### config.mk
export PLATFORM = sky130hd
export DESIGN_NAME = jisc_scan_port
export DESIGN_NICKNAME = d
export VERILOG_FILES = /design/src/rtl/jisc_fifo.v /design/src/rtl/jisc_tap_fsm.v /design/src/rtl/jisc_scan_port.v
export VERILOG_INCLUDE_DIRS = /design/src /design/src/inc
export SDC_FILE = /design/constraint.sdc
export NUM_CORES = 2
export LEC_CHECK = 0
export BUFFER_PORTS_ARGS = -buffer_cell sky130_fd_sc_hd__buf_2
export CORE_MARGIN = 2
export CORE_UTILIZATION = 23
export CTS_CLUSTER_DIAMETER = 100
export DETAILED_ROUTE_END_ITERATION = 10
export PLACE_DENSITY_LB_ADDON = 0.12
export REMOVE_ABC_BUFFERS = 1
export SYNTH_ARGS = -nofsm -noshare
export SYNTH_HDL_FRONTEND = slang
export SYNTH_SLANG_ARGS = --single-unit
export TNS_END_PERCENT = 5
### constraint.sdc
create_clock -name mclk -period 9.2 [get_ports mclk]
set_input_delay 1.38 -clock mclk [delete_from_list [all_inputs] [get_ports mclk]]
set_output_delay 1.38 -clock mclk [all_outputs]
set_load 0.005 [all_outputs]
### src/inc/jisc_consts.vh
// Constants for the scan port: addresses, codes, chain layout, buffer shape
`ifndef JISC_CONSTS_VH
`define JISC_CONSTS_VH
`define JISC_IR_ADDR 32'h04000200
`define JISC_IR_RESET 16'hFFFF
`define JISC_IR_LOW_ONES 12'hFFF
`define JISC_IR_CAPTURE_LOW 2'h1
`define JISC_IR_W 16
`define JISC_FLD_W 4
`define JISC_OP_EXTEST 4'h0
`define JISC_OP_WAKE 4'h1
`define JISC_OP_SAMPLE 4'h4
`define JISC_OP_DRST_OFF 4'h6
`define JISC_OP_DRST_ON 4'h7
`define JISC_OP_IRQ_HI 3'h5
`define JISC_OP_BYPASS 4'hF
`define JISC_BSC_LEN 339
`define JISC_D_IN_LSB 307
`define JISC_D_OUT_LSB 267
`define JISC_D_CTL_LSB 235
`define JISC_A_OUT_MSB 224
`define JISC_A_CTL_MSB 182
`define JISC_A25_CTL 157
`define JISC_D_W 32
`define JISC_A_W 26
`define JISC_FIFO_DEPTH 32
`define JISC_FIFO_AW 5
`endif

### src/rtl/jisc_fifo.v
// Small flip-flop FIFO with valid/ready on both sides
`timescale 1ns/1ps
`default_nettype none
module jisc_fifo #(
    parameter W = 4,
    parameter D = 32,
    parameter AW = 5
) (
    input wire mclk,
    input wire rst_b,
    input wire in_valid,
    output wire in_ready,
    input wire [W-1:0] in_data,
    output wire out_valid,
    input wire out_ready,
    output wire [W-1:0] out_data
);
    reg [W-1:0] mem [0:D-1];
    reg [AW-1:0] wr_ptr;
    reg [AW-1:0] rd_ptr;
    reg [AW:0] count;
    wire push;
    wire pop;

    assign in_ready = (count != D[AW:0]);
    assign out_valid = (count != {(AW+1){1'b0}});
    assign out_data = mem[rd_ptr];
    assign push = in_valid & in_ready;
    assign pop = out_valid & out_ready;

    always @(posedge mclk) begin
        if (push) begin
            mem[wr_ptr] <= in_data;
        end
    end

    always @(posedge mclk or negedge rst_b) begin
        if (!rst_b) begin
            wr_ptr <= {AW{1'b0}};
            rd_ptr <= {AW{1'b0}};
            count <= {(AW+1){1'b0}};
        end else begin
            if (push) begin
                wr_ptr <= (wr_ptr == D[AW-1:0] - 1'b1) ? {AW{1'b0}} : wr_ptr + 1'b1;
            end
            if (pop) begin
                rd_ptr <= (rd_ptr == D[AW-1:0] - 1'b1) ? {AW{1'b0}} : rd_ptr + 1'b1;
            end
            if (push && !pop) begin
                count <= count + 1'b1;
            end else if (pop && !push) begin
                count <= count - 1'b1;
            end
        end
    end
endmodule
`default_nettype wire

### src/rtl/jisc_tap_fsm.v
// Test access port state machine, advanced on each sampled rising link clock
`timescale 1ns/1ps
`default_nettype none
module jisc_tap_fsm (
    input wire mclk,
    input wire rst_b,
    input wire trst_s_b,
    input wire tck_rise,
    input wire tms_s,
    output wire in_tlr,
    output wire cap_dr,
    output wire sh_dr,
    output wire up_dr,
    output wire cap_ir,
    output wire sh_ir,
    output wire up_ir
);
    localparam TLR = 16'h0001;
    localparam RTI = 16'h0002;
    localparam SELDR = 16'h0004;
    localparam CAPDR = 16'h0008;
    localparam SHDR = 16'h0010;
    localparam EX1DR = 16'h0020;
    localparam PDR = 16'h0040;
    localparam EX2DR = 16'h0080;
    localparam UPDR = 16'h0100;
    localparam SELIR = 16'h0200;
    localparam CAPIR = 16'h0400;
    localparam SHIR = 16'h0800;
    localparam EX1IR = 16'h1000;
    localparam PIR = 16'h2000;
    localparam EX2IR = 16'h4000;
    localparam UPIR = 16'h8000;

    reg [15:0] state;
    reg [15:0] next_state;

    always @* begin
        case (state)
            TLR: next_state = tms_s ? TLR : RTI;
            RTI: next_state = tms_s ? SELDR : RTI;
            SELDR: next_state = tms_s ? SELIR : CAPDR;
            CAPDR: next_state = tms_s ? EX1DR : SHDR;
            SHDR: next_state = tms_s ? EX1DR : SHDR;
            EX1DR: next_state = tms_s ? UPDR : PDR;
            PDR: next_state = tms_s ? EX2DR : PDR;
            EX2DR: next_state = tms_s ? UPDR : SHDR;
            UPDR: next_state = tms_s ? SELDR : RTI;
            SELIR: next_state = tms_s ? TLR : CAPIR;
            CAPIR: next_state = tms_s ? EX1IR : SHIR;
            SHIR: next_state = tms_s ? EX1IR : SHIR;
            EX1IR: next_state = tms_s ? UPIR : PIR;
            PIR: next_state = tms_s ? EX2IR : PIR;
            EX2IR: next_state = tms_s ? UPIR : SHIR;
            UPIR: next_state = tms_s ? SELDR : RTI;
            default: next_state = TLR;
        endcase
    end

    // Reset pin forces the idle reset state with no link clock edge
    always @(posedge mclk or negedge rst_b) begin
        if (!rst_b) begin
            state <= TLR;
        end else if (!trst_s_b) begin
            state <= TLR;
        end else if (tck_rise) begin
            state <= next_state;
        end
    end

    assign in_tlr = state[0];
    assign cap_dr = state[3];
    assign sh_dr = state[4];
    assign up_dr = state[8];
    assign cap_ir = state[10];
    assign sh_ir = state[11];
    assign up_ir = state[15];
endmodule
`default_nettype wire

### src/rtl/jisc_scan_port.v
// Debug/test scan port: instruction holder, bypass cell, pin scan chain
// Functional notes
// - A one-bit bypass cell exists that the CPU cannot reach.
// - Under the bypass command the serial path runs through the bypass cell.
// - The 16-bit instruction holder is CPU-readable only, at 0x04000200.
// - Reset pin low or the idle reset state sets the instruction holder to all ones.
// - Only the serial port loads bits 15 to 12; CPU writes do nothing.
// - Bits 11 to 0 of the instruction holder always read as ones.
// - Field value 1111 is the bypass command and the reset value.
// - 0110 negates and 0111 asserts debug reset, 101x interrupts, 0001 wakes.
// - The pin scan chain is a serial shift chain of pad cells.
// - Boundary test and sample commands select the chain with capture and update.
// - Cell 338 is nearest TDI; A0-A25 outputs at 224-199, A0-A24 controls at 182-158.
// - Data bits 31-0 use inputs 338-307, outputs 298-267, controls 266-235.
// - In boundary test, a control cell holding zero drives its pin from its output cell.
// - TMS/TDI are sampled on rising TCK, shift and TDO change on falling TCK.
// - Reset pin low enters the idle reset state without a link clock edge.
`timescale 1ns/1ps
`default_nettype none
`include "jisc_consts.vh"
module jisc_scan_port (
    input wire mclk,
    input wire rst_b,
    input wire tck,
    input wire tms,
    input wire tdi,
    input wire trst_b,
    output reg tdo,
    output reg tdo_oe,
    input wire [31:0] cpu_addr,
    input wire cpu_rd,
    input wire cpu_wr,
    output reg [15:0] cpu_rdata,
    output reg cpu_ack,
    input wire [31:0] d_pin_in,
    input wire [31:0] d_core_out,
    input wire [31:0] d_core_oe,
    output reg [31:0] d_pin_out,
    output reg [31:0] d_pin_oe,
    input wire [25:0] a_core_out,
    input wire [25:0] a_core_oe,
    output reg [25:0] a_pin_out,
    output reg [25:0] a_pin_oe,
    output reg debug_reset,
    output reg debug_irq,
    output reg wake_req,
    output wire cmd_valid,
    input wire cmd_ready,
    output wire [3:0] cmd_code
);
    localparam L = `JISC_BSC_LEN;

    // Instruction classes
    function is_chain;
        input [3:0] f;
        begin
            is_chain = (f == `JISC_OP_EXTEST) || (f == `JISC_OP_SAMPLE);
        end
    endfunction

    reg [3:0] sync1;
    reg [3:0] sync2;
    reg [31:0] dsync1;
    reg [31:0] d_in_s;
    reg tck_d;
    wire trst_s_b;
    wire tck_s;
    wire tms_s;
    wire tdi_s;
    wire tck_rise;
    wire tck_fall;
    wire in_tlr;
    wire cap_dr;
    wire sh_dr;
    wire up_dr;
    wire cap_ir;
    wire sh_ir;
    wire up_ir;

    reg [3:0] test_instruction_field;
    reg [15:0] ir_shift;
    reg bypass_cell;
    reg [L-1:0] pin_scan_chain;
    reg [L-1:0] chain_hold;
    reg [L-1:0] chain_cap;
    reg tdi_lat;
    reg shift_pend;
    reg cap_pend;
    reg pend_ir;
    reg push_pend;
    reg [3:0] push_code;
    wire push_ready;
    wire chain_sel;
    wire extest;
    integer i;

    assign {trst_s_b, tck_s, tms_s, tdi_s} = sync2;
    assign tck_rise = tck_s & ~tck_d;
    assign tck_fall = ~tck_s & tck_d;
    assign chain_sel = is_chain(test_instruction_field);
    assign extest = (test_instruction_field == `JISC_OP_EXTEST);

    // Two-stage synchronisers for link pins and pad inputs
    always @(posedge mclk or negedge rst_b) begin
        if (!rst_b) begin
            sync1 <= 4'h0;
            sync2 <= 4'h0;
            dsync1 <= 32'h00000000;
            d_in_s <= 32'h00000000;
            tck_d <= 1'b0;
        end else begin
            sync1 <= {trst_b, tck, tms, tdi};
            sync2 <= sync1;
            dsync1 <= d_pin_in;
            d_in_s <= dsync1;
            tck_d <= tck_s;
        end
    end

    jisc_tap_fsm u_tap (
        .mclk(mclk),
        .rst_b(rst_b),
        .trst_s_b(trst_s_b),
        .tck_rise(tck_rise),
        .tms_s(tms_s),
        .in_tlr(in_tlr),
        .cap_dr(cap_dr),
        .sh_dr(sh_dr),
        .up_dr(up_dr),
        .cap_ir(cap_ir),
        .sh_ir(sh_ir),
        .up_ir(up_ir)
    );

    // Capture image: pad inputs and the values now on the pads
    always @* begin
        chain_cap = chain_hold;
        for (i = 0; i < `JISC_D_W; i = i + 1) begin
            chain_cap[`JISC_D_IN_LSB + i] = d_in_s[i];
            chain_cap[`JISC_D_OUT_LSB + i] = d_pin_out[i];
            chain_cap[`JISC_D_CTL_LSB + i] = ~d_pin_oe[i];
        end
        for (i = 0; i < `JISC_A_W - 1; i = i + 1) begin
            chain_cap[`JISC_A_OUT_MSB - i] = a_pin_out[i];
            chain_cap[`JISC_A_CTL_MSB - i] = ~a_pin_oe[i];
        end
        chain_cap[`JISC_A_OUT_MSB - 25] = a_pin_out[25];
        chain_cap[`JISC_A25_CTL] = ~a_pin_oe[25];
    end

    // Serial engine: sample on rising link clock, act on falling
    always @(posedge mclk or negedge rst_b) begin
        if (!rst_b) begin
            tdi_lat <= 1'b0;
            shift_pend <= 1'b0;
            cap_pend <= 1'b0;
            pend_ir <= 1'b0;
            tdo <= 1'b0;
            tdo_oe <= 1'b0;
            ir_shift <= `JISC_IR_RESET;
            bypass_cell <= 1'b0;
            pin_scan_chain <= {L{1'b1}};
        end else if (!trst_s_b) begin
            shift_pend <= 1'b0;
            cap_pend <= 1'b0;
            tdo_oe <= 1'b0;
        end else if (tck_rise) begin
            tdi_lat <= tdi_s;
            shift_pend <= sh_dr | sh_ir;
            cap_pend <= cap_dr | cap_ir;
            pend_ir <= sh_ir | cap_ir;
        end else if (tck_fall) begin
            tdo_oe <= sh_dr | sh_ir;
            shift_pend <= 1'b0;
            cap_pend <= 1'b0;
            if (cap_pend && pend_ir) begin
                ir_shift <= {test_instruction_field, 10'h3FF, `JISC_IR_CAPTURE_LOW};
                tdo <= 1'b1;
            end else if (cap_pend && chain_sel) begin
                pin_scan_chain <= chain_cap;
                tdo <= chain_cap[0];
            end else if (cap_pend) begin
                bypass_cell <= 1'b0;
                tdo <= 1'b0;
            end else if (shift_pend && pend_ir) begin
                ir_shift <= {tdi_lat, ir_shift[15:1]};
                tdo <= ir_shift[1];
            end else if (shift_pend && chain_sel) begin
                pin_scan_chain <= {tdi_lat, pin_scan_chain[L-1:1]};
                tdo <= pin_scan_chain[1];
            end else if (shift_pend) begin
                bypass_cell <= tdi_lat;
                tdo <= tdi_lat;
            end
        end
    end

    // Instruction holder, debug reset and command pulses
    always @(posedge mclk or negedge rst_b) begin
        if (!rst_b) begin
            test_instruction_field <= `JISC_OP_BYPASS;
            debug_reset <= 1'b0;
            debug_irq <= 1'b0;
            wake_req <= 1'b0;
            chain_hold <= {L{1'b1}};
        end else begin
            debug_irq <= 1'b0;
            wake_req <= 1'b0;
            if (!trst_s_b || in_tlr) begin
                test_instruction_field <= `JISC_OP_BYPASS;
                debug_reset <= 1'b0;
            end else if (tck_fall && up_ir) begin
                test_instruction_field <= ir_shift[15:12];
                if (ir_shift[15:12] == `JISC_OP_DRST_ON) begin
                    debug_reset <= 1'b1;
                end else if (ir_shift[15:12] == `JISC_OP_DRST_OFF) begin
                    debug_reset <= 1'b0;
                end
                debug_irq <= (ir_shift[15:13] == `JISC_OP_IRQ_HI);
                wake_req <= (ir_shift[15:12] == `JISC_OP_WAKE);
            end else if (tck_fall && up_dr && chain_sel) begin
                chain_hold <= pin_scan_chain;
            end
        end
    end

    // Each loaded command is queued for the debug controller; a load while one waits on a full FIFO replaces it
    always @(posedge mclk or negedge rst_b) begin
        if (!rst_b) begin
            push_pend <= 1'b0;
            push_code <= 4'h0;
        end else if (tck_fall && up_ir && trst_s_b && !in_tlr) begin
            push_pend <= 1'b1;
            push_code <= ir_shift[15:12];
        end else if (push_ready) begin
            push_pend <= 1'b0;
        end
    end

    jisc_fifo #(
        .W(`JISC_FLD_W),
        .D(`JISC_FIFO_DEPTH),
        .AW(`JISC_FIFO_AW)
    ) u_cmd_fifo (
        .mclk(mclk),
        .rst_b(rst_b),
        .in_valid(push_pend),
        .in_ready(push_ready),
        .in_data(push_code),
        .out_valid(cmd_valid),
        .out_ready(cmd_ready),
        .out_data(cmd_code)
    );

    // Pad drivers; control cells are active low in boundary test
    always @(posedge mclk or negedge rst_b) begin
        if (!rst_b) begin
            d_pin_out <= 32'h00000000;
            d_pin_oe <= 32'h00000000;
            a_pin_out <= 26'h0000000;
            a_pin_oe <= 26'h0000000;
        end else begin
            for (i = 0; i < `JISC_D_W; i = i + 1) begin
                d_pin_out[i] <= extest ? chain_hold[`JISC_D_OUT_LSB + i] : d_core_out[i];
                d_pin_oe[i] <= extest ? ~chain_hold[`JISC_D_CTL_LSB + i] : d_core_oe[i];
            end
            for (i = 0; i < `JISC_A_W - 1; i = i + 1) begin
                a_pin_out[i] <= extest ? chain_hold[`JISC_A_OUT_MSB - i] : a_core_out[i];
                a_pin_oe[i] <= extest ? ~chain_hold[`JISC_A_CTL_MSB - i] : a_core_oe[i];
            end
            a_pin_out[25] <= extest ? chain_hold[`JISC_A_OUT_MSB - 25] : a_core_out[25];
            a_pin_oe[25] <= extest ? ~chain_hold[`JISC_A25_CTL] : a_core_oe[25];
        end
    end

    // CPU side: read-only instruction holder, writes acknowledged and dropped
    always @(posedge mclk or negedge rst_b) begin
        if (!rst_b) begin
            cpu_rdata <= 16'h0000;
            cpu_ack <= 1'b0;
        end else begin
            cpu_ack <= cpu_rd | cpu_wr;
            if (cpu_rd && cpu_addr == `JISC_IR_ADDR) begin
                cpu_rdata <= {test_instruction_field, `JISC_IR_LOW_ONES};
            end else begin
                cpu_rdata <= 16'h0000;
            end
        end
    end
endmodule
`default_nettype wire

---- After elaboration in Yosys (flattened, before gate mapping) ----
Memories as Yosys holds them, arrays and structs flattened.
Index checks and enable logic that the tools add are counted.
storage, ports and cells
  register bits ........................... 918
  memory bits (writable) .................. 128
  input port bits ......................... 189
  output and inout port bits .............. 143
  word-level logic and storage cells ...... 407
  memories kept ........................... 1
memories
  memory          words  bits a word  read ports  clocked after memory_dff  write ports  RTL line        RTL
  u_cmd_fifo.mem  32     4            1           0                         1            jisc_fifo.v:18  reg [W-1:0] mem [0:D-1];
operators by class
  add/subtract/negate cells ............... 4
  eq/ne operators ......................... 33
  mux-type cells .......................... 172
  bitwise gates (word level) .............. 130
  reduce and logical (&&, ||, !) cells .... 37
operators with widths
  operator                                                                  count
  339-bit 2-to-1 mux                                                        4
  16-bit one-hot mux with 12 select lines                                   1
  16-bit 2-to-1 mux                                                         9
  1-bit 2-to-1 mux                                                          142
  1-bit NOT                                                                 122
  32-bit by 27-bit equality test with 1-bit output (second input constant)  1
  6-bit 2-to-1 mux                                                          3
  9-bit 2-to-1 mux                                                          2
  16-bit by 1-bit equality test with 1-bit output (second input constant)   1
  16-bit by 10-bit equality test with 1-bit output (second input constant)  1
  16-bit by 11-bit equality test with 1-bit output (second input constant)  1
  16-bit by 12-bit equality test with 1-bit output (second input constant)  1
  16-bit by 13-bit equality test with 1-bit output (second input constant)  1
  16-bit by 14-bit equality test with 1-bit output (second input constant)  1
  16-bit by 15-bit equality test with 1-bit output (second input constant)  1
  16-bit equality test (second input constant)                              1
  16-bit by 2-bit equality test with 1-bit output (second input constant)   1
  16-bit by 3-bit equality test with 1-bit output (second input constant)   1
  16-bit by 4-bit equality test with 1-bit output (second input constant)   1
  16-bit by 5-bit equality test with 1-bit output (second input constant)   1
  16-bit by 6-bit equality test with 1-bit output (second input constant)   1
  16-bit by 7-bit equality test with 1-bit output (second input constant)   1
  16-bit by 8-bit equality test with 1-bit output (second input constant)   1
  16-bit by 9-bit equality test with 1-bit output (second input constant)   1
  other kinds (36)                                                          76

---- Longest topological paths before layout ----
  depth after elaboration ................. 8
  gate-level depth with buffers ........... 12
  mapped depth without buffers ............ 11

---- By module ----
Synthesis repeated with hierarchy kept, for this count alone.
second synthesis, totals
  cell total of the unflattened synthesis .. 3556
  area, all modules ....................... 43012.5 um^2
by module, submodules not included
  module          instances  cells each  area each (um^2)  sequential area each (um^2)
  jisc_scan_port  1          3053        35734.3           22703.0
  jisc_fifo       1          367         6107.1            4244.1
  jisc_tap_fsm    1          136         1171.1            401.6

---- Least setup slack after synthesis ----
Ideal clock, no wire load.
  kind .................................... register to output
  from .................................... reg u_cmd_fifo.rd_ptr[1]
  to ...................................... out cmd_code[1]
  arrival time ............................ 1.659 ns
  data required time ...................... 7.820 ns
  slack ................................... 6.161 ns
  cell stages (with the launch flop) ...... 7
  buffers on the path ..................... 2
  cell sequence ........................... dfrtp_1 clkbuf_1 buf_1 mux4_2 mux2_2 o21ai_0 nand2_1
between the ends
  word-level cells in the longest chain between the ends .. 1
RTL lines
  element                 RTL line             RTL
  from (decl)             jisc_fifo.v:20       reg [AW-1:0] rd_ptr;
  from (signal assigned)  jisc_fifo.v:40       rd_ptr <= {AW{1'b0}};
  from (signal assigned)  jisc_fifo.v:47       rd_ptr <= (rd_ptr == D[AW-1:0] - 1'b1) ? {AW{1'b0}} : rd_ptr + 1'b1;
  memory 32 x 4 bit       n/a
  to (decl)               jisc_scan_port.v:49  output wire [3:0] cmd_code
No other way between the ends.

---- Worst setup path in the final report ----
  from .................................... reg u_cmd_fifo.rd_ptr[0]
  to ...................................... out cmd_code[0]
Same word-level chain as after synthesis.

==> flow_summary.toml <==
[status]
status = "finished, final reports clean"

[clocking]
ctsHtreeMaxLevel = 4
cts_setup_buffers = 0
post_cts_resized = 0
clk_latency_ns = 0.76
cts.reportedPaths.clkPinSlew_ns = 0.06
cts_inserted_buffers = 133
cts_tree = "built"
cts_buffer_depth = 3
hold_buffers = 0
root_buffer = "clkbuf_16"
clock-sinks = 1034

[placement]
pre_cts_slack_ns = 5.318
gp_congestion = 0.7114
dpl.hpwl_mm = 60.75
placedInstanceArea_sq_um = 46260
portBuffers = 331
place_inst = 6081

[die]
die_h_um = 435.6
die-area_sq_um = 189800
rows = 158
initial_core_util_pct = 23.13
die_x_um = 435.6
ios = 332
core_region_area_sq_um = 185200

[final_layout]
final_common_cell = "nand2_1"
nets = 3939
layout_common_cells = "nand2_1 (739), dfstp_2 (666), nor2_1 (350)"
drive_gt1_share_pct = 41.95
area_delta_synth_final_pct = 18.06
fillers = 19390
finalInstanceArea_sq_um = 50580
utilization_pct = 27.31
post_layout_nonfiller_instances = 6326

[power_and_ir_drop]
p_switching_mw = 2.182
p_leak_nw = 18.70
p_seq_share_pct = 47.0
pwr-share-comb_pct = 2.1
fin_total_pwr_mw = 10.02
worst_ir_drop_vdd_mv = 0.1259
power_frac_clock_pct = 51.0
power_density_nw_per_um2 = 198.0
p_sw_share_pct = 21.78
internal_power_mw = 7.835

[global_routing]
first_global_vias = 28060
grt_pass1_wl_mm = 169.6
antenna_found_initial = 19
gr-usage-all-layers_pct = 11.19
grt_max_degree = 183
overflow = 0

[sta]
period_minus_slack_ns = 4.560
max_freq_mhz = 219.3
hold_slack_ns = 0.3405
tightest_slew_ns = 1.136
timing.slew.headroom_pct = 24.28
skew_ns = 0.02851
rsz0062_at_grt = "no"
period_share_pct = 49.57
setup_viol = 0
hold_viol_final = 0
tns_ns = 0
slew_violations = 0
fin_ws_ns = 4.640

[logic_synthesis]
async_flop_share_pct = 87.62
synth_warnings = 0
ys.flop_type = "dfstp_2"
synth_edf_count = 128
syn-instance-count = 3546
syn_area_sq_um = 42850
synth_cell_types = 68
ys_ff_latch = 1034
ys_seq_area_share_pct = 63.83
syn_area_per_cell_sq_um = 12.08

[setup_path]
crit_type = "flop to output pin"
critPathLaunchType = "flop"
cp.arrival_ns = 3.18
end_kind = "output pin"
cp.required_ns = 7.82
worstReg2RegStart = "test_instruction_field[1]"
r2r_cells = 6
r2r_setup_slack_ns = 5.41
regToRegEndpoint = "chain_hold[210]"
crit_fanout = 28

[job]
drv_cap = 0

[hold_path]
holdPathEnd = "d_in_s[19]"
holdCritStartpoint = "dsync1[19]"
min_path_cells = 0
hold_path_class = "flop to flop"

[detailed_routing]
routed_wl_mm = 105.4
drtPass1Iterations = 5
drt-initial-drc-count = 1299
post-route-drc-count = 0
postRouteAntennaNets = 0
routedWlPerCell_um = 16.66
vias_per_cell = 4.207
vias = 26610
-- layout make-up --
cell class                      instances  area [sq um]  area share, %
Sequential cell                      1034         27350          54.07
Multi-Input combinational cell       2194         13720          27.12
Inverter                                9         33.78        0.06678
Clock buffer                          215          4031          7.970
Clock inverter                         29         294.0         0.5813
Tap cell                             2480          3103          6.134
Antenna cell                            1         2.502       0.004947
Timing Repair Buffer                  364          2052          4.056
-- registers in the layout, summed over array words and instances, names as in the netlist, 15 cells and up --
register / cells
ir_shift: 15
d_pin_out: 32
a_pin_oe: 26
d_in_s: 32
a_pin_out: 26
pin_scan_chain: 339
dsync1: 32
u_tap.state: 16
chain_hold: 307
d_pin_oe: 32
u_cmd_fifo.mem: 128
-- worst max path at each step --
stage	start	endpoint	slack (ns)
finish	u_cmd_fifo.rd_ptr[0]	cmd_code[0]	4.64
global route	u_cmd_fifo.rd_ptr[0]	cmd_code[2]	4.28
CTS	u_cmd_fifo.rd_ptr[0]	cmd_code[0]	4.45
detailed placement	u_cmd_fifo.rd_ptr[0]	cmd_code[0]	5.32
global placement	u_cmd_fifo.rd_ptr[0]	cmd_code[0]	5.33
floorplan	sync2[2]	chain_hold[0]	-16.57
-- worst max-delay path, stage by stage, from the launching register on --
cell and delay, ns:
dfrtp_2 0.65, buf_4 0.52, mux4_2 0.56, mux2i_1 0.14
nand2_1 0.08, o21ai_0 0.20, o2bb2ai_1 0.12, buf_2 0.15
-- layer usage --
layer,share of wire (%),global-route usage (%),up-vias
met5,0.13,0,-
met1,46,14.40,13380
li1,-,-,12650
met4,2.9,4.038,24
met3,4.3,2.878,197
met2,47,18.06,357
-- cells by family (layout without fill, tap and decap cells) --
family | count (synthesis) | after routing | synth area share, %
compound gates | 554 | 554 | 8.358
xor+xnor | 14 | 14 | 0.2862
fa+ha+maj | 14 | 14 | 0.4264
buf+inv | 318 | 617 | 4.220
flops | 1034 | 1034 | 63.83
mux | 425 | 425 | 11.85
other cells | 0 | 1 | 0
simple gates | 1187 | 1187 | 11.03
-- Yosys cell counts, types with 4 or more instances --
library cell  instances  area share, %
a21oi_1               8          0.093
clkbuf_1            111           0.97
nor4_1               10           0.15
nand2b_1             10           0.15
dfstp_2             666             41
nand2_1             740            6.5
o211ai_1             58            1.0
a31oi_1             284            4.1
mux4_2               28            1.5
mux2i_1              19           0.44
edfxtp_1            128            9.0
nor4b_1               5           0.10
nor2_1              350            3.1
xor2_1                5           0.10
and3_1                6          0.088
or2_2                 5          0.073
and2_1                6          0.088
dfrtp_1             240             14
buf_6                14           0.37
mux2_1               37           0.97
nand4_1               8           0.12
inv_1                 9          0.079
o221ai_1              4          0.082
nand3_1              15           0.18
buf_2                59           0.69
buf_4               116            2.0
o21ai_0             106            1.2
nand3b_1              5          0.088
or3_1                 5          0.073
mux2_2              341            9.0
ha_1                 13           0.38
nor3_1                6          0.070
o21a_1               60            1.1
xnor2_1               9           0.18
buf_1                 9          0.079
o31ai_1               5          0.088
-- power by group through the flow --
stage	clock network (mW)	logic, mW	registers [mW]
4_1_cts	5.34	0.221	4.71
2_1_floorplan	0	0.0363	4.77
6_report	5.10	0.208	4.71
5_1_grt	5.53	0.240	4.71
3_5_place_dp	0	0.220	4.78
3_3_place_gp	0	0.220	4.78
Power figures use the tool's default switching activity.
